<file path="src/rtl/fdrc_pkg.sv">
// Constants and types for the floppy rate and drive control block
// Overview of operation
// RULE1: Swapped decode: select 0 with bit4 drives drive-1 select; motors swap too.
// RULE2: Normal mode tape register reads only tape bits 1:0, upper bits zero.
// RULE3: Enhanced mode two reads tape 1:0, boot drive 3:2, type ID 5:4.
// RULE4: Type ID is the drive_type_config bit pair chosen by drive select.
// RULE5: The rate select register is write only and has no read path.
// RULE6: Effective data rate is the latest write to rate select or config rate.
// RULE7: Hardware reset loads rate select with 02h; software reset leaves it unchanged.
// RULE8: Table 00 maps codes to rates and density level; rate bits equal code.
// RULE9: Table 01 makes code 01 give 500/250 Kbps, density zero.
// RULE10: Write_delay_select code 111 gives zero, 001-110 give steps, 000 the default.
// RULE11: Default write_delay_select is one step at 2M and 1M, three steps slower.
// RULE12: Write_delay_select starts at track zero unless the configure path changes it.
// RULE13: Software writes zero into rate select bit 5.
// RULE14: Writing bit 6 of rate select enters manual low power mode.
// RULE15: Low power ends on software reset, FIFO access or status access.
// RULE16: Writing bit 7 of rate select resets the controller, then self clears.
// RULE17: Every rate select write is readable from the shadow register at 0x1F.
// RULE18: Density pins follow the drive type mapping of rate bits and density.
// RULE19: Software picks rate table 00, 01 or 10 by drive kind.
// RULE20: Legacy software sets the rate through the config rate register.
// RULE21: Drive output bits 1:0 form one drive number; bits 4,5 are motors.
// RULE22: A zero in drive output bit 2 holds the controller in reset.
// RULE23: Tape code 00 assigns no drive; drive 0 never gets tape support.
// RULE24: Mode bits choose swapped decode and the enhanced tape layout.
// RULE25: Low power stops the separator and rate timing, keeping all registers; the code stops only SEPARATOR_RUN, rate outputs keep updating.
package fdrc_pkg;
  // Offsets are not word multiples, so they are word indices
  localparam logic [11:0] IDX_DRIVE_OUT  = 12'h3F2;
  localparam logic [11:0] IDX_TAPE       = 12'h3F3;
  localparam logic [11:0] IDX_RATE       = 12'h3F4;
  localparam logic [11:0] IDX_CFG_RATE   = 12'h3F7;
  localparam logic [11:0] IDX_SHADOW     = 12'h01F;
  localparam logic [11:0] IDX_TYPE_CFG   = 12'h020;
  localparam logic [11:0] IDX_MODE       = 12'h021;
  localparam logic [11:0] IDX_STATUS     = 12'h022;
  localparam logic [13:0] ADDR_DRIVE_OUT = {IDX_DRIVE_OUT, 2'h0};
  localparam logic [13:0] ADDR_TAPE      = {IDX_TAPE, 2'h0};
  localparam logic [13:0] ADDR_RATE      = {IDX_RATE, 2'h0};
  localparam logic [13:0] ADDR_CFG_RATE  = {IDX_CFG_RATE, 2'h0};
  localparam logic [13:0] ADDR_SHADOW    = {IDX_SHADOW, 2'h0};
  localparam logic [13:0] ADDR_TYPE_CFG  = {IDX_TYPE_CFG, 2'h0};
  localparam logic [13:0] ADDR_MODE      = {IDX_MODE, 2'h0};
  localparam logic [13:0] ADDR_STATUS    = {IDX_STATUS, 2'h0};
  // Reset values
  localparam logic [7:0]  RATE_RST       = 8'h02;
  localparam logic [7:0]  DRIVE_OUT_RST  = 8'h00;
  localparam logic [3:0]  TAPE_RST       = 4'h0;
  localparam logic [7:0]  TYPE_CFG_RST   = 8'h00;
  localparam logic [15:0] MODE_RST       = 16'h0000;
  // Field positions
  localparam int RS_SWRST   = 7;
  localparam int RS_LOWPWR  = 6;
  localparam int RS_PRE_HI  = 4;
  localparam int RS_PRE_LO  = 2;
  localparam int DO_NRESET  = 2;
  localparam int DO_MOT0    = 4;
  localparam int DO_MOT1    = 5;
  localparam int MD_SWAP    = 0;
  localparam int MD_ENH     = 1;
  localparam int MD_TBL_LO  = 2;
  localparam int MD_TYPE_LO = 4;
  localparam int MD_TRK_LO  = 8;
  // Write_delay_select codes, step counts and rate table codes
  localparam logic [2:0] PRE_OFF     = 3'h7;
  localparam logic [2:0] PRE_DEFAULT = 3'h0;
  localparam logic [2:0] STEPS_ONE   = 3'h1;
  localparam logic [2:0] STEPS_SLOW  = 3'h3;
  localparam logic [1:0] TBL_THREE   = 2'h1;
  localparam logic [1:0] TBL_TAPE2M  = 2'h2;

  typedef enum logic [2:0] {RATE_2M, RATE_1M, RATE_500K, RATE_300K, RATE_250K} fdrc_rate_t;

  typedef struct packed {
    logic [13:0] addr;
    logic        write;
  } fdrc_req_t;

  typedef struct packed {
    logic sel0_n;
    logic sel1_n;
    logic mot0_n;
    logic mot1_n;
    logic den0;
    logic den1;
  } fdrc_pins_t;
endpackage

</file>
<file path="src/rtl/fdrc_top.sv">
// Floppy rate, precompensation and drive select register bank on AHB-Lite
`timescale 1ns/1ps
`default_nettype none
module fdrc_top
  import fdrc_pkg::*;
(
  input  wire logic        CLK,
  input  wire logic        RESET_N,
  input  wire logic        CE,
  input  wire logic        HSEL,
  input  wire logic [31:0] HADDR,
  input  wire logic [1:0]  HTRANS,
  input  wire logic        HWRITE,
  input  wire logic [2:0]  HSIZE,
  input  wire logic [31:0] HWDATA,
  input  wire logic        HREADY,
  output logic      [31:0] HRDATA,
  output logic             HREADYOUT,
  output logic             HRESP,
  input  wire logic        FIFO_ACCESS,
  input  wire logic        STATUS_ACCESS,
  output logic             SELECT_DRIVE_ZERO_N,
  output logic             SELECT_DRIVE_ONE_N,
  output logic             MOTOR_ZERO_N,
  output logic             MOTOR_ONE_N,
  output logic             DENSITY_PIN_ZERO,
  output logic             DENSITY_PIN_ONE,
  output logic [1:0]       RATE_CODE,
  output logic [2:0]       EFFECTIVE_RATE,
  output logic [2:0]       WRITE_DELAY_SELECT_STEPS,
  output logic             WRITE_DELAY_SELECT_HALF_STEP,
  output logic [7:0]       WRITE_DELAY_SELECT_START_TRACK,
  output logic             CTRL_RESET,
  output logic             LOW_POWER,
  output logic             SEPARATOR_RUN,
  output logic             TAPE_ON_SELECTED
);

  ////////////////////////////////////////////////////////////////////////////
  // Bus phase tracking
  fdrc_req_t   req_q;
  logic        req_valid_q;
  logic        rd_done_q;
  logic        rd_stall;
  logic        wr_en;
  logic [31:0] rdata_q;
  logic [31:0] rdata_d;

  // Reads wait one cycle; CE low stalls the bus so no write is lost
  assign rd_stall  = req_valid_q & ~req_q.write & ~rd_done_q;
  assign HREADYOUT = CE & ~rd_stall;
  assign HRESP     = 1'b0;
  assign HRDATA    = rdata_q;
  assign wr_en     = CE & req_valid_q & req_q.write;

  always_ff @(posedge CLK) begin
    if (!RESET_N) begin
      req_valid_q <= 1'b0;
      req_q       <= '0;
    end else if (CE && HREADYOUT) begin
      req_valid_q <= HSEL & HTRANS[1] & HREADY;
      req_q       <= '{addr: HADDR[13:0], write: HWRITE};
    end
  end

  always_ff @(posedge CLK) begin
    if (!RESET_N) begin
      rd_done_q <= 1'b0;
    end else if (CE) begin
      rd_done_q <= rd_stall;
    end
  end

  ////////////////////////////////////////////////////////////////////////////
  // Registers
  logic [7:0]  drive_out_q;
  logic [3:0]  tape_q;
  logic [7:0]  rate_sel_q;
  logic [7:0]  shadow_q;
  logic [7:0]  type_cfg_q;
  logic [15:0] mode_q;
  logic [1:0]  rate_code_q;
  logic        swrst_q;
  logic        low_power_q;
  logic        ctrl_rst_q;
  logic        wr_drive, wr_tape, wr_rate, wr_cfg_rate, wr_type, wr_mode;
  logic [7:0]  wbyte;

  assign wbyte       = HWDATA[7:0];
  assign wr_drive    = wr_en && req_q.addr == ADDR_DRIVE_OUT;
  assign wr_tape     = wr_en && req_q.addr == ADDR_TAPE;
  assign wr_rate     = wr_en && req_q.addr == ADDR_RATE;
  assign wr_cfg_rate = wr_en && req_q.addr == ADDR_CFG_RATE;
  assign wr_type     = wr_en && req_q.addr == ADDR_TYPE_CFG;
  assign wr_mode     = wr_en && req_q.addr == ADDR_MODE;

  // Drive output register keeps its bits through software reset
  always_ff @(posedge CLK) begin
    if (!RESET_N) begin
      drive_out_q <= DRIVE_OUT_RST;
    end else if (wr_drive) begin
      drive_out_q <= wbyte;  // see RULE21
    end
  end

  always_ff @(posedge CLK) begin
    if (!RESET_N) begin
      tape_q <= TAPE_RST;
    end else if (wr_tape) begin
      tape_q <= wbyte[3:0];
    end
  end

  // Only a hardware reset reloads the rate select value
  always_ff @(posedge CLK) begin
    if (!RESET_N) begin
      rate_sel_q <= RATE_RST;  // see RULE7
      shadow_q   <= RATE_RST;
    end else if (wr_rate) begin
      rate_sel_q <= {1'b0, wbyte[6:0]};
      shadow_q   <= wbyte;  // see RULE17
    end
  end

  // Latest write of either register sets the rate
  always_ff @(posedge CLK) begin
    if (!RESET_N) begin
      rate_code_q <= RATE_RST[1:0];
    end else if (wr_rate || wr_cfg_rate) begin
      rate_code_q <= wbyte[1:0];  // see RULE6
    end
  end

  always_ff @(posedge CLK) begin
    if (!RESET_N) begin
      type_cfg_q <= TYPE_CFG_RST;
      mode_q     <= MODE_RST;
    end else begin
      if (wr_type) begin
        type_cfg_q <= wbyte;
      end
      if (wr_mode) begin
        mode_q <= HWDATA[15:0];  // see RULE24
      end
    end
  end

  // Self clearing software reset pulse
  always_ff @(posedge CLK) begin
    if (!RESET_N) begin
      swrst_q <= 1'b0;
    end else if (CE) begin
      swrst_q <= wr_rate & wbyte[RS_SWRST];  // see RULE16
    end
  end

  always_ff @(posedge CLK) begin
    if (!RESET_N) begin
      ctrl_rst_q <= 1'b0;
    end else if (CE) begin
      ctrl_rst_q <= ~drive_out_q[DO_NRESET] | swrst_q;  // see RULE22
    end
  end

  // Entry wins over a wake event in the same cycle
  always_ff @(posedge CLK) begin
    if (!RESET_N) begin
      low_power_q <= 1'b0;
    end else if (wr_rate && wbyte[RS_LOWPWR]) begin
      low_power_q <= 1'b1;  // see RULE14
    end else if (CE && (swrst_q || !drive_out_q[DO_NRESET] || FIFO_ACCESS
                        || STATUS_ACCESS)) begin
      low_power_q <= 1'b0;  // see RULE15
    end
  end

  ////////////////////////////////////////////////////////////////////////////
  // Rate table, density and precompensation
  logic [1:0]  tbl;
  logic [1:0]  dtype;
  logic        density;
  fdrc_rate_t  rate_kind;
  logic [2:0]  pre_code;
  logic [2:0]  steps;
  logic [1:0]  type_id;
  fdrc_pins_t  pins_d;
  fdrc_pins_t  pins_q;
  logic        sel_a, sel_b;

  assign tbl      = mode_q[MD_TBL_LO +: 2];
  assign dtype    = mode_q[MD_TYPE_LO +: 2];
  assign pre_code = rate_sel_q[RS_PRE_HI:RS_PRE_LO];

  always_comb begin
    rate_kind = RATE_250K;
    density   = 1'b0;
    unique case (rate_code_q)
      2'h3: begin
        rate_kind = (tbl == TBL_TAPE2M) ? RATE_2M : RATE_1M;  // see RULE8
        density   = 1'b1;
      end
      2'h0: begin
        rate_kind = RATE_500K;
        density   = 1'b1;
      end
      2'h1: begin
        rate_kind = (tbl == TBL_THREE) ? RATE_500K : RATE_300K;  // see RULE9
        density   = 1'b0;
      end
      2'h2: begin
        rate_kind = RATE_250K;
        density   = 1'b0;
      end
    endcase
  end

  // Steps are 41.67 ns, or 20.8 ns at 2 Mbps
  always_comb begin
    if (pre_code == PRE_OFF) begin
      steps = 3'h0;  // see RULE10
    end else if (pre_code == PRE_DEFAULT) begin
      steps = (rate_kind == RATE_2M || rate_kind == RATE_1M) ? STEPS_ONE : STEPS_SLOW;  // see RULE11
    end else begin
      steps = pre_code;
    end
  end

  // Drive type ID picked by the selected drive number
  assign type_id = type_cfg_q[{drive_out_q[1:0], 1'b0} +: 2];  // see RULE4

  assign sel_a = drive_out_q[1:0] == 2'h0 && drive_out_q[DO_MOT0];
  assign sel_b = drive_out_q[1:0] == 2'h1 && drive_out_q[DO_MOT1];

  always_comb begin
    if (mode_q[MD_SWAP]) begin
      pins_d.sel1_n = ~sel_a;  // see RULE1
      pins_d.sel0_n = ~sel_b;
      pins_d.mot1_n = ~drive_out_q[DO_MOT0];
      pins_d.mot0_n = ~drive_out_q[DO_MOT1];
    end else begin
      pins_d.sel0_n = ~sel_a;  // see RULE21
      pins_d.sel1_n = ~sel_b;
      pins_d.mot0_n = ~drive_out_q[DO_MOT0];
      pins_d.mot1_n = ~drive_out_q[DO_MOT1];
    end
    unique case (dtype)
      2'h0: begin
        pins_d.den1 = rate_code_q[0];  // see RULE18
        pins_d.den0 = density;
      end
      2'h2: begin
        pins_d.den1 = rate_code_q[0];
        pins_d.den0 = rate_code_q[1];
      end
      2'h1: begin
        pins_d.den1 = rate_code_q[0];
        pins_d.den0 = ~density;
      end
      2'h3: begin
        pins_d.den1 = rate_code_q[1];
        pins_d.den0 = rate_code_q[0];
      end
    endcase
  end

  // Pins hold their level in low power; only SEPARATOR_RUN stops
  always_ff @(posedge CLK) begin
    if (!RESET_N) begin
      pins_q              <= '{sel0_n: 1'b1, sel1_n: 1'b1, mot0_n: 1'b1, mot1_n: 1'b1,
                               den0: 1'b0, den1: 1'b0};
      RATE_CODE           <= RATE_RST[1:0];
      EFFECTIVE_RATE      <= RATE_250K;
      WRITE_DELAY_SELECT_STEPS       <= 3'h0;
      WRITE_DELAY_SELECT_HALF_STEP   <= 1'b0;
      WRITE_DELAY_SELECT_START_TRACK <= 8'h00;
      TAPE_ON_SELECTED    <= 1'b0;
    end else if (CE) begin
      pins_q              <= pins_d;
      RATE_CODE           <= rate_code_q;  // see RULE8
      EFFECTIVE_RATE      <= rate_kind;
      WRITE_DELAY_SELECT_STEPS       <= steps;
      WRITE_DELAY_SELECT_HALF_STEP   <= rate_kind == RATE_2M;
      WRITE_DELAY_SELECT_START_TRACK <= mode_q[MD_TRK_LO +: 8];  // see RULE12
      // Code 00 never matches drive 0 as a tape drive
      TAPE_ON_SELECTED    <= tape_q[1:0] != 2'h0 && tape_q[1:0] == drive_out_q[1:0];  // see RULE23
    end
  end

  assign SELECT_DRIVE_ZERO_N = pins_q.sel0_n;
  assign SELECT_DRIVE_ONE_N  = pins_q.sel1_n;
  assign MOTOR_ZERO_N        = pins_q.mot0_n;
  assign MOTOR_ONE_N         = pins_q.mot1_n;
  assign DENSITY_PIN_ZERO    = pins_q.den0;
  assign DENSITY_PIN_ONE     = pins_q.den1;
  assign CTRL_RESET          = ctrl_rst_q;
  assign LOW_POWER           = low_power_q;
  assign SEPARATOR_RUN       = ~low_power_q;  // see RULE25

  ////////////////////////////////////////////////////////////////////////////
  // Read path
  always_comb begin
    rdata_d = 32'h0000_0000;
    unique case (req_q.addr)
      ADDR_DRIVE_OUT: rdata_d[7:0] = drive_out_q;
      ADDR_TAPE: begin
        if (mode_q[MD_ENH]) begin
          rdata_d[5:0] = {type_id, tape_q};  // see RULE3
        end else begin
          rdata_d[1:0] = tape_q[1:0];  // see RULE2
        end
      end
      ADDR_SHADOW:   rdata_d[7:0]  = shadow_q;
      ADDR_TYPE_CFG: rdata_d[7:0]  = type_cfg_q;
      ADDR_MODE:     rdata_d[15:0] = mode_q;
      ADDR_STATUS:   rdata_d[10:0] = {steps, rate_kind, rate_code_q, 1'b0,
                                      ctrl_rst_q, low_power_q};
      // Rate select and config rate are write only: zero
      default:       rdata_d = 32'h0000_0000;  // see RULE5
    endcase
  end

  always_ff @(posedge CLK) begin
    if (!RESET_N) begin
      rdata_q <= 32'h0000_0000;
    end else if (CE && rd_stall) begin
      rdata_q <= rdata_d;
    end
  end
endmodule
`default_nettype wire

</file>
<file path="config.mk">
export PLATFORM = sky130hd
export DESIGN_NAME = fdrc_top
export DESIGN_NICKNAME = d
export VERILOG_FILES = /design/src/rtl/fdrc_pkg.sv /design/src/rtl/fdrc_top.sv
export SDC_FILE = /design/constraint.sdc
export NUM_CORES = 1
export LEC_CHECK = 0
export BUFFER_PORTS_ARGS = -buffer_cell sky130_fd_sc_hd__buf_2
export CORE_MARGIN = 8
export CORE_UTILIZATION = 40
export CTS_BUF_LIST = sky130_fd_sc_hd__clkbuf_4 sky130_fd_sc_hd__clkbuf_8 sky130_fd_sc_hd__clkbuf_16
export CTS_CLUSTER_DIAMETER = 150
export DETAILED_ROUTE_END_ITERATION = 16
export PLACE_DENSITY_LB_ADDON = 0.15
export SLEW_MARGIN = 20
export SYNTH_ARGS = -nofsm -noshare
export SYNTH_HDL_FRONTEND = slang
export SYNTH_SLANG_ARGS = --single-unit
</file>
<file path="constraint.sdc">
create_clock -name CLK -period 3.7 [get_ports CLK]
set_clock_uncertainty 0.2 [all_clocks]
set_input_delay 0.74 -clock CLK [delete_from_list [all_inputs] [get_ports CLK]]
set_output_delay 0.74 -clock CLK [all_outputs]
set_load 0.02 [all_outputs]
</file>
==> results by stage, run 1 <==
Power:
- For this design the static power due to leakage is 0.00228 uW.
- The cell area power density is 433 nW/um^2.
- The worst-case IR drop observed on VDD is approximately 0.3 mV.

Clock network:
- TritonCTS built the clock tree.
- The number of H-tree levels is 3.
- The number of hold-repair buffers added at the cts stage is 0.
- The setup fix buffers added after clock tree synthesis is 0.
- The CTS clock-pin slew for the worst setup and hold paths is 0.07 ns.
- The maximum count of clock buffers along a single path is 2.
- The clock buffer count from CTS is 9.
- The tree is rooted in a clkbuf_16.
- The clock sink total is 106.
- The clock latency reported for the late side of the worst-skew pair is 0.34 ns.
- Gates resized during post-CTS repair numbered 0.

Logic synthesis:
- The fraction of registers with async set/reset is 0.
- The share of the yosys chip area belonging to registers is 0.447.
- Of the total synthesized cell area, the portion taken by full adders, half adders and majority gates is 0.0126.
- The mapped netlist covers roughly 4700 sq um.
- The count of unique library cells instantiated by Yosys is 54.
- The fraction of the mapped netlist area in compound gates is 0.144.
- By area, the combinational part of the netlist is dominated by simple AND/OR/NAND/NOR gates.
- In this run the mean area of a mapped cell was 8.39 sq um.
- The number of flip-flops and latches in the synthesized netlist is 106.
- The simple-gate share of the synthesized area is 0.229.
- Yosys printed 0 warnings.
- The xor/xnor share of the synthesized area is 0.00184.
- The most used flip-flop cell after synthesis is dfxtp_1.
- The gate count of the mapped netlist is 566.
- dfxtp_1 takes more of the synthesized area than any other cell.
- The number of flops mapped to enable cells by yosys is 0.
- Of the post-synthesis cell area, the dominant cell type holds 0.447.
- The share of synthesized area spent on multiplexers is 0.100.
- Ranked by total cell area, the synthesized netlist is headed by dfxtp_1 45%, mux2i_1 9.1%, nand2_1 8.5%.

Placement:
- The half-perimeter wire length of the detailed placement result is 9.59 mm.
- The number of buffers added on ports is slightly above 80.
- The number of placed cells counting well taps is approximately 770.
- The weighted congestion at the end of routability-driven global placement is 0.858.

GRT:
- The sum of overflow across all layers after global routing is 0.
- The via count of the first global-routing pass is 4,119.
- In this run the most used layer during global routing was met2.
- The global routing met1 resource utilization is 0.214.
- The initial antenna violation count is 0.
- The global-route wire length before repair is 21.9 mm.
- The met2 usage in global routing is 0.279.
- The pin count of the biggest net entering global routing is 78.
- The overall fraction of global-route tracks in use is 0.172.
- For this run, global-route usage on met3 was measured as 0.0544.

Layout:
- The number of fill cells is 1,199.
- In the final layout, the share of cells above drive strength 1 is 0.188.
- From synthesis to final layout, the design area changed by 16.4%.
- The net count reported at finish is 714.
- The repair_antennas step left the layout with diodes totalling 0.
- The number of standard cells in the layout, taps in and fillers out is 785.

Timing:
- In the finished design, the share of the clock period the worst path needs comes to 0.811.
- Hold is met by 0.257 ns.
- Measured against its own limit, the worst slew margin works out to 0.490.
- The number of pins with negative max-slew slack in the final report came to 0.
- Setup repair after global routing left no endpoint under its margin.
- The summed negative setup slack over all endpoints is 0 ns.
- The count of final setup violators is 0.
- The final period demand of the worst path is 3.00 ns.
- The transition time at the pin with the least slew margin is between 0.7 and 0.8 ns.
- Timing would allow up to 333 MHz.
- The number of failing hold endpoints at the final stage is 0.

Critical path:
- The type of the setup path with the least slack is reg2out.
- The worst reg2reg path endpoint is drive_out_q[1].
- The largest single stage delay on the critical path is 0.50 ns.
- At the worst endpoint, the required time is 2.76 ns.
- Traced cell by cell, the critical path runs through nor2_1 > nand2_1 > nand2_1 > clkinv_1 > buf_2.
- Across all register-to-register paths, the minimum setup slack is 1.04 ns.
- The launch point of the worst reg-to-reg path is req_q[3].
- Along the worst path, the maximum fanout reaches 18.
- The slowest stage of the critical path is the clkinv_1 cell.
- The endpoint arrival time on the critical path is 2.06 ns.
- The critical path endpoint category is an output pin.
- The most common cell type on the critical path is nand2_1.
- STA classifies the critical path startpoint as a register.
- The worst path buffer plus inverter count is 2.
- The family with the most delay on the worst path is buffers and inverters.
- Counting cells, the worst reg-to-reg path comes to 5.

Worst hold path:
- In this run the worst hold path is classified as reg2reg.
- The worst hold path passes through 2 cells.
- The terminating pin of the worst hold path is mode_q[6].
- The startpoint of the worst hold path is mode_q[6].

Routing:
- The first routing iteration left 272 violations.
- Dividing the detail-routed via count by the number of cells gives 5.28.
- Detailed routing inserted a total of ~4,100 vias.
- The antenna violation net count after detailed routing is 0.
- The average wire per standard cell is roughly 17 um.
- The pre-antenna-repair detailed-routing pass consisted of 4 iterations.
- In the routed design, unresolved DRC markers number 0.
- The aggregate routed wire length is 13.4 mm.

Floorplanning:
- For this design the top-level I/O count stands at 138.
- The width of the die is 125 um.
- The number of rows in the core area is 40.
- The full die area is 15,600 sq um.
- In this run the vertical extent of the chip is 125 um.
- The placeable core region is 11,800 sq um.
- For this configuration, the core starts out at a cell density of 0.402.

Outcome:
- The flow ran to the end, and the final reports show no timing, DRC or antenna violations.

Job:
- The tool flagged a number of max-cap violations equal to 0.
## synth_stat cells, types with 4 or more instances
| cell type | n |
|---|---|
| nand3_1 | 13 |
| dfxtp_1 | 106 |
| inv_1 | 10 |
| buf_1 | 4 |
| ha_1 | 4 |
| mux2i_1 | 43 |
| o21ai_0 | 21 |
| a21oi_1 | 61 |
| nand2_1 | 108 |
| a211oi_1 | 7 |
| nand2b_1 | 5 |
| clkbuf_1 | 22 |
| buf_4 | 18 |
| a31oi_1 | 5 |
| a22oi_1 | 5 |
| a221oi_1 | 7 |
| nor2_1 | 66 |
| nor2b_1 | 4 |
| buf_2 | 5 |
## sequential cells by signal, summed over array words and instances, names as in the netlist, 2 cells and up
register,cells
rate_code_q,2
req_q,15
WRITE_DELAY_SELECT_STEPS,3
HRDATA,16
EFFECTIVE_RATE,3
tape_q,4
drive_out_q,8
RATE_CODE,2
type_cfg_q,8
WRITE_DELAY_SELECT_START_TRACK,8
mode_q,16
shadow_q,8
## placed cells by master, fill, tap and decap left out, types with 4 or more instances in the layout
| cell type | n |
|---|---|
| a211oi_1 | 7 |
| a21oi_1 | 61 |
| a221oi_1 | 7 |
| a22oi_1 | 5 |
| a31oi_1 | 5 |
| buf_2 | 82 |
| buf_4 | 6 |
| clkbuf_16 | 9 |
| conb_1 | 17 |
| dfxtp_1 | 106 |
| ha_1 | 4 |
| inv_1 | 9 |
| mux2i_1 | 43 |
| nand2_1 | 108 |
| nand2b_1 | 5 |
| nand3_1 | 13 |
| nor2_1 | 66 |
| nor2b_1 | 4 |
| o21ai_0 | 21 |
## per-layer routing
layer / share of wire / vias to the layer above
li1: - / 2049
met1: 0.45 / 1950
met2: 0.45 / 130
met3: 0.081 / 13
met4: 0.014 / 0
met5: 0 / -
## worst max path at each step
| stage | startpoint | slack [ns] | to | depth (start not counted) |
|---|---|---|---|---|
| floorplan | CE | 1.20 | HREADYOUT | 4 |
| global placement | CE | 0.74 | HREADYOUT | 4 |
| detailed placement | CE | 0.71 | HREADYOUT | 4 |
| CTS | req_q[0] | 0.67 | HREADYOUT | 5 |
| global route | req_q[0] | 0.42 | HREADYOUT | 5 |
| finish | req_q[0] | 0.70 | HREADYOUT | 5 |
## cell type report
cell class | count | area, sq um | share of cell area
multi-input combinational | 415 | 2380 | 0.430
sequential | 106 | 2120 | 0.384
timing repair buffer | 90 | 487 | 0.0880
clock buffer | 9 | 225 | 0.0407
tap | 147 | 184 | 0.0333
clock inverter | 7 | 93.8 | 0.0170
inverter | 11 | 41.3 | 0.00747
## stage by stage
| stage | power [uW] | area (sq um) | worst slack (ns) | utilization |
|---|---|---|---|---|
| after floorplan | 1340 | 4810 | 1.20 | - |
| after global routing | 2480 | 5530 | 0.423 | 0.468 |
| after CTS | 2410 | 5520 | 0.667 | 0.467 |
| final | 2390 | 5530 | 0.700 | 0.468 |
| after global placement | 1390 | 5200 | 0.735 | 0.440 |
| after detailed placement | 1390 | 5200 | 0.714 | 0.440 |
## cells by family (layout without fill, tap and decap cells)
logic type	count (synthesis)	after routing
AND/OR/NAND/NOR	230	230
other	1	17
adder cells (fa/ha/maj)	5	5
buffers and inverters	61	117
AO/OA/AOI/OAI	117	117
XOR/XNOR	1	1
multiplexers	45	45
flip-flops	106	106
## worst min-delay path: stages, from the launching register on
cell     delay, ns
dfxtp_1       0.31
nand2_1       0.05
a21oi_1       0.05
## power by group
part	leakage [uW]	switching, uW	internal, uW
logic	0.00127	128	59.6
clock network	0.000151	432	592
registers	0.000859	20.3	1160
total	0.00228	580	1810
(Power assumes the default switching activity.)
==> run 2: changes to the inputs <==
Clock period 3.7 ns to 2.75 ns, I/O delays scaled along.
==> run 2 against run 1 <==
Final area up 0.43%. Via count up 0.82%. Total power up 27%. Worst setup slack worse by 0.33 ns. Count of clock-buffer cells in the layout up 1. Utilization up 0.20 points. Global-route usage up 0.29 points. First-iteration DRC count down 13%. Combinational power up 40%.
==> results by stage, run 2 (synthesized netlist as in run 1, its figures left out) <==
Clock network:
- The setup fix buffers added after clock tree synthesis is 0 (unchanged).
- The clock latency reported for the late side of the worst-skew pair is 0.35 ns (about the same).
- The CTS clock-pin slew for the worst setup and hold paths was 0.07 ns (about the same).
- The TritonCTS clock tree is yes.
- The maximum count of clock buffers along a single path is 2 (unchanged).
- In this run the clock root is driven by a clkbuf_16.
- The clock buffer count from CTS is 9 (unchanged).
- The number of resized instances in the post-cts repair step is 0 (unchanged).
- The clock sink total is 106 (unchanged).
- The number of hold-repair buffers added at the cts stage is 0 (unchanged).
- The number of H-tree levels is 3 (unchanged).

Floorplanning:
- The placeable core region came to 11,800 sq um (unchanged).
- The starting density of the core is 0.402 (unchanged).
- The number of top-level pins is 138 (unchanged).
- The width of the die is 125 um (unchanged).
- The die boundary height is 125 um (unchanged).
- The number of rows in the core area is 40 (unchanged).
- The full die area is 15,600 sq um (unchanged).

Routing:
- The aggregate routed wire length is 13.4 mm (-0.13%).
- The antenna violation net count after detailed routing is 0 (unchanged).
- The average wire per standard cell came to 16.9 um (-1.4%).
- The met3 wire length came to 910 um (-16%).
- The number of DRC violations after detailed routing came to 0 (unchanged).
- The detailed router's first-iteration violation count came to 237 (-13%).
- The via-per-instance ratio is 5.25 (-0.45%).
- The highest layer touched by signal routing is met4.
- The detailed-route via count came to 4,176 (+0.82%).
- The detailed-route wire length on metal 1 is 6.03 mm (-0.30%).
- The length of the first detailed-routing pass in iterations is 5 (+1).
- The routed length on met2 came to 6.30 mm (+3.2%).

Critical path:
- The worst setup path is launched from a register.
- The worst reg2reg path endpoint is mode_q[4].
- The slack of the worst reg-to-reg path is 0.52 ns (-0.52 ns).
- The data required time of the critical path is 2.00 ns (-0.76 ns).
- The type of the setup path with the least slack is reg2out.
- The worst-case reg-to-reg path depth is 5 (unchanged).
- The critical path endpoint category is an output pin.
- The top fanout value on the critical path was 15 (-3).
- The launch point of the worst reg-to-reg path is req_q[11].
- The endpoint arrival time on the critical path is 1.63 ns (-0.43 ns).

Power:
- The combinational group share of total power is 0.086 (+0.008).
- The worst supply voltage drop on vdd is 0.278 mV (-7.9%).
- The net switching power is 770 uW (+33%).
- The internal power is 2280 uW (+26%).
- The cell area power density was 549 nW/um^2 (+27%).
- The cell leakage power is 0.00231 uW (+1.5%).
- The clock network fraction of design power came to 0.394 (-0.034).
- The proportion of power drawn by flip-flops and latches is 0.520 (+0.026).
- The sum of internal, switching and leakage power came to 3050 uW (+27%).
- The switching power share of the total is 0.253 (+0.0102).

Worst hold path:
- In this run the worst hold path is classified as in2reg.
- In this run the most critical hold path is launched from HADDR[6].
- The instance count along the most critical hold path is 3 (+1).
- The terminating pin of the worst hold path is req_q[7].

Job:
- The max-capacitance violation count was 0 (unchanged).

Layout:
- The share of post-route cells with drive strength above 1 came to 0.201 (+0.0125).
- The final standard cell utilization of the core is 0.470 (+0.00201).
- The footprint of the flip-flops and latches is 2120 sq um (unchanged).
- The final design instance area without fill is 5550 sq um (+0.43%).
- The post-synthesis to final-layout area growth is 16.9%.
- The commonest non-fill, non-tap cell in the layout is nand2_1.
- The net count reported at finish is 724 (+1.4%).
- The top cell types in the final layout, fill and taps aside, are 108 x nand2_1, 106 x dfxtp_1, 82 x buf_2.
- The number of antenna cells inserted was 0 (unchanged).
- The number of fill cells came to 1,184 (-1.3%).
- The area taken by multi-input logic gates came to 2380 sq um (unchanged).

GRT:
- The initial antenna violation count came to 0 (unchanged).
- The global-route wire length before repair is 22.3 mm (+1.8%).
- The via count of the first global-routing pass is 4,246 (+3.1%).
- The pin count of the biggest net entering global routing is 40 (-49%).
- The sum of overflow across all layers after global routing is 0 (unchanged).
- The overall fraction of global-route tracks in use is 0.175 (+0.00293).

Outcome:
- The run finished with clean final reports.

Placement:
- The number of buffers added on ports was 82 (unchanged).
- The weighted congestion at the end of routability-driven global placement is 0.861 (+0.29%).
- The post-place instance area is 5280 sq um (+1.6%).
- The half-perimeter wire length of the detailed placement result is 9.80 mm (+2.2%).

Timing:
- The number of pins with negative max-slew slack in the final report is 0 (unchanged).
- The worst slew margin relative to its limit is 0.527 (+0.0368).
- The maximum clock rate is 420 MHz.
- The number of failing hold endpoints at the final stage came to 0 (unchanged).
- The worst path needs around 2.4 ns of the cycle, external delays included.
- The count of final setup violators was 0 (unchanged).
- Setup repair after global routing left no endpoint under its margin.
- The summed negative setup slack over all endpoints came to 0 ns (unchanged).
- The transition time at the pin with the least slew margin was 0.710 ns (-0.0531 ns).
- The final critical-path share of the clock period is 0.865.
==> run 2: changes by cell type in the layout (fill, tap and decap cells not counted), sizes merged <==
cell / previous run / this run
buf: 90 / 100
bufinv: 2 / 0
clkinv: 4 / 6
clkbuf: 9 / 10
clkinvlp: 2 / 1
==> run 2: worst max-delay path by stage <==
| stage | from | end | slack [ns] | depth (start not counted) |
|---|---|---|---|---|
| 2_1_floorplan | CE | shadow_q[1] | 0.62 | 7 |
| 4_1_cts | req_q[0] | HREADYOUT | 0.36 | 5 |
| 6_report | req_q[0] | HREADYOUT | 0.37 | 5 |
| 3_5_place_dp | CE | HRDATA[5] | 0.32 | 5 |
| 3_3_place_gp | CE | HRDATA[3] | 0.35 | 5 |
| 5_1_grt | req_q[0] | HREADYOUT | 0.19 | 5 |
==> run 2: through the flow <==
stage / cells / hold WS (ns) / worst slack [ns]
2_1_floorplan: 582 / 0.232 / 0.625
3_3_place_gp: 779 / 0.238 / 0.347
3_5_place_dp: 779 / 0.243 / 0.318
4_1_cts: 795 / 0.232 / 0.365
5_1_grt: 795 / 0.238 / 0.194
6_report: 795 / 0.241 / 0.371
==> run 2: area by class of cell <==
cell class,instances,area share
well taps,147,0.0331
multi-input cells,415,0.428
inverters,11,0.00743
flip-flops and latches,106,0.382
repair buffers,100,0.100
clock buffers,10,0.0430
clock inverters,6,0.00586
==> run 2: layer usage <==
layer  global-route usage  up-vias
li1                     -     2070
met1                0.219     1977
met2                0.287      118
met3               0.0463       11
met4               0.0516        0
met5                    0        -
==> run 2: worst max-delay path, stage by stage, from the launching register on <==
cell      delay [ns]
dfxtp_1         0.32
nor2_1          0.16
nand2_1         0.07
nand2_1         0.37
clkinv_1        0.16
buf_2           0.19
==> run 2: power groups by stage <==
stage / registers [uW] / clock network [uW] / logic (uW)
2_1_floorplan: 1630 / 0 / 167
3_3_place_gp: 1620 / 0 / 258
3_5_place_dp: 1620 / 0 / 261
4_1_cts: 1590 / 1230 / 262
5_1_grt: 1590 / 1300 / 290
6_report: 1590 / 1200 / 261
==> run 3: changes to the inputs <==
Settings changed: ABC_AREA from default to 1.
==> run 3 against run 2 <==
Non-clock buffer count shrank 10. Highest routed layer unchanged. Largest power group unchanged. Maximum frequency grew 10%. Flip-flop and latch count did not move. Sequential power about the same. Count of clock-buffer cells in the layout rose by 5.
==> results by stage, run 3 <==
Logic synthesis:
- Yosys attributes the largest share of cell area to dfxtp_1 44%, o21ai_0 8.7%, nand2_1 8.5%.
- The number of flops mapped to enable cells by yosys is 0 (unchanged).
- The total number of yosys warnings came to 0 (unchanged).
- The fraction of registers with async set/reset was 0 (unchanged).
- nand2_1 is the most common cell in the netlist.
- The synthesized area divided by synthesized cell count is 7.28 sq um (-13%).
- After synthesis, the most frequently instantiated cells are 108 x nand2_1, 106 x dfxtp_1, 83 x o21ai_0, 81 x nor2_1, 74 x a21oi_1.
- The share of the yosys chip area belonging to registers is 0.444 (-0.00269).
- The post-synth design cell area is 4780 sq um (+0.61%).
- The most used flip-flop cell after synthesis is dfxtp_1.
- The number of flip-flops and latches in the synthesized netlist is 106 (unchanged).
- The gate count of the mapped netlist is 656 (+16%).
- Summed over all instances, the cell type with the most area after synthesis is dfxtp_1.
- The fraction of post-synthesis cell area in the top cell type by area came to 0.444 (-0.00269).
- The count of unique library cells instantiated by Yosys is 35 (-35%).

Timing:
- The worst slew margin relative to its limit was 0.542 (+0.0149).
- The count of final setup violators is 0 (unchanged).
- The final period demand of the worst path is 2.16 ns (-0.216 ns).
- The number of failing hold endpoints at the final stage is 0 (unchanged).
- The maximum clock rate is 462 MHz (+10%).
- The number of pins with negative max-slew slack in the final report is 0 (unchanged).
- The transition time at the pin with the least slew margin was 0.687 ns (-0.0224 ns).
- Setup repair after global routing left no endpoint under its margin.
- The final critical-path share of the clock period came to 0.787 (-0.0786).
- The summed negative setup slack over all endpoints was 0 ns (unchanged).

Power:
- The net switching power was 821 uW (+6.6%).
- The cell area power density is 590 nW/um^2 (+7.6%).
- The combinational group share of total power is 0.096 (+0.010).
- The clock network fraction of design power is 0.407 (+0.013).
- The sum of internal, switching and leakage power is 3250 uW (+6.5%).
- The internal power is 2430 uW (+6.5%).
- The worst supply voltage drop on vdd came to 0.250 mV (-10%).
- The proportion of power drawn by flip-flops and latches came to 0.497 (-0.023).
- The cell leakage power came to 0.00242 uW (+4.4%).
- The switching power share of the total is 0.253 (+0.000301).

Routing:
- The detailed-route via count came to 4,510 (+8.0%).
- The length of the first detailed-routing pass in iterations is 5 (unchanged).
- The antenna violation net count after detailed routing is 0 (unchanged).
- The detailed router's first-iteration violation count was 391 (+65%).
- The via-per-instance ratio is 5.14 (-2.1%).
- The average wire per standard cell is 15.6 um (-7.7%).
- The number of DRC violations after detailed routing is 0 (unchanged).
- The aggregate routed wire length is 13.6 mm (+1.8%).

Layout:
- The share of post-route cells with drive strength above 1 is 0.189 (-0.0116).
- The net count reported at finish is 806 (+11%).
- The number of antenna cells inserted came to 0 (unchanged).
- The commonest non-fill, non-tap cell in the layout is nand2_1.
- The area taken by multi-input logic gates is 2170 sq um (-8.9%).
- The footprint of the flip-flops and latches is 2120 sq um (unchanged).
- The post-synthesis to final-layout area growth is 15.1%.
- The number of fill cells is 1,225 (+3.5%).
- In the layout the commonest cells are 108 x nand2_1, 106 x dfxtp_1, 83 x o21ai_0.

Floorplanning:
- The number of top-level pins is 138 (unchanged).
- The placeable core region came to 11,800 sq um (unchanged).
- The width of the die was 125 um (+0.26%).
- The starting density of the core is 0.405 (+0.00244).
- The number of rows in the core area is 40 (unchanged).
- The die boundary height is 125 um (+0.26%).
- The full die area came to 15,700 sq um (+0.53%).

Clock network:
- The CTS clock-pin slew for the worst setup and hold paths is 0.07 ns (about the same).
- The clock sink total was 106 (unchanged).
- The clock latency reported for the late side of the worst-skew pair is 0.35 ns (about the same).
- The number of resized instances in the post-cts repair step came to 0 (unchanged).
- The number of hold-repair buffers added at the cts stage is 0 (unchanged).
- The number of H-tree levels is 3 (unchanged).
- The maximum count of clock buffers along a single path is 2 (unchanged).
- The setup fix buffers added after clock tree synthesis is 0 (unchanged).
- The TritonCTS clock tree is yes.
- The clock buffer count from CTS is 9 (unchanged).
- In this run the clock root is driven by a clkbuf_16.

Outcome:
- The flow ran to the end, and the final reports show no timing, DRC or antenna violations.

Placement:
- The weighted congestion at the end of routability-driven global placement is 0.829 (-3.7%).
- The half-perimeter wire length of the detailed placement result is 9.77 mm (-0.30%).
- The number of buffers added on ports is 82 (unchanged).

GRT:
- The sum of overflow across all layers after global routing is 0 (unchanged).
- The overall fraction of global-route tracks in use is 0.173 (-0.00137).
- The global-route wire length before repair is 22.1 mm (-0.99%).
- The pin count of the biggest net entering global routing is 76 (+90%).
- The initial antenna violation count is 0 (unchanged).
- The via count of the first global-routing pass is 4,241 (-0.12%).

Critical path:
- The worst setup path is launched from a register.
- STA classifies the critical path endpoint as a register.
- The endpoint arrival time on the critical path came to 2.19 ns (+0.56 ns).
- The critical path is of the reg2reg type.
- The data required time of the critical path is 2.78 ns (+0.78 ns).
- The top fanout value on the critical path is 26 (+11).

Job:
- The max-capacitance violation count came to 0 (unchanged).

Worst hold path:
- The type of the worst min-delay path is in2reg.
## run 3: worst max-delay path, cell delays in order (launching register included)
cell	delay, ns
dfxtp_1	0.32
nor2_2	0.16
inv_2	0.07
nor2_4	0.34
nand2_4	0.18
clkinv_2	0.21
nand2_4	0.23
o21ai_0	0.25
a21oi_1	0.07
## run 3: cells by family (layout without fill, tap and decap cells)
family,Yosys count,count (layout),share of synthesized area
fa+ha+maj,4,4,0.0105
flops,106,106,0.444
compound gates,186,186,0.208
other cells,1,17,0.000785
simple gates,245,245,0.222
buf+inv,114,172,0.115
## run 3: power groups by stage
stage	Clock, uW	Sequential (uW)	Combinational, uW
final	1320	1610	312
after global routing	1400	1620	347
after CTS	1350	1610	312
after detailed placement	0	1650	311
after global placement	0	1650	309
after floorplan	0	1680	193
## run 3: final timing paths
check | start | endpoint | slack, ns | cells after the start
setup / recovery | req_q[13] | mode_q[5] | 0.59 | 8
hold / removal | HADDR[13] | req_q[14] | 0.25 | 3
setup reg to reg | req_q[13] | mode_q[5] | 0.59 | 8
hold reg to reg | mode_q[7] | mode_q[7] | 0.26 | 2
## run 3: area by class of cell
cell class | instances | area share
multi-input cells | 452 | 0.394
flip-flops and latches | 106 | 0.386
repair buffers | 90 | 0.0855
clock buffers | 15 | 0.0548
inverters | 66 | 0.0457
well taps | 147 | 0.0334
clock inverters | 1 | 0.000910
## run 3: through the flow
step	instances	hold WS, ns	setup WS [ns]	cell area, sq um	util
global placement	861	0.241	0.556	5190	0.440
CTS	877	0.241	0.596	5500	0.466
detailed placement	861	0.248	0.556	5190	0.440
global route	877	0.276	0.471	5500	0.466
floorplan	672	0.230	0.755	4840	-
finish	877	0.250	0.587	5500	0.466
## run 3: layer usage
metal	vias to the layer above	global-route usage	routed length, um
li1	2245	-	-
met1	2117	0.219	6270
met2	131	0.279	6280
met3	17	0.0387	878
met4	0	0.0723	214
met5	-	0	0
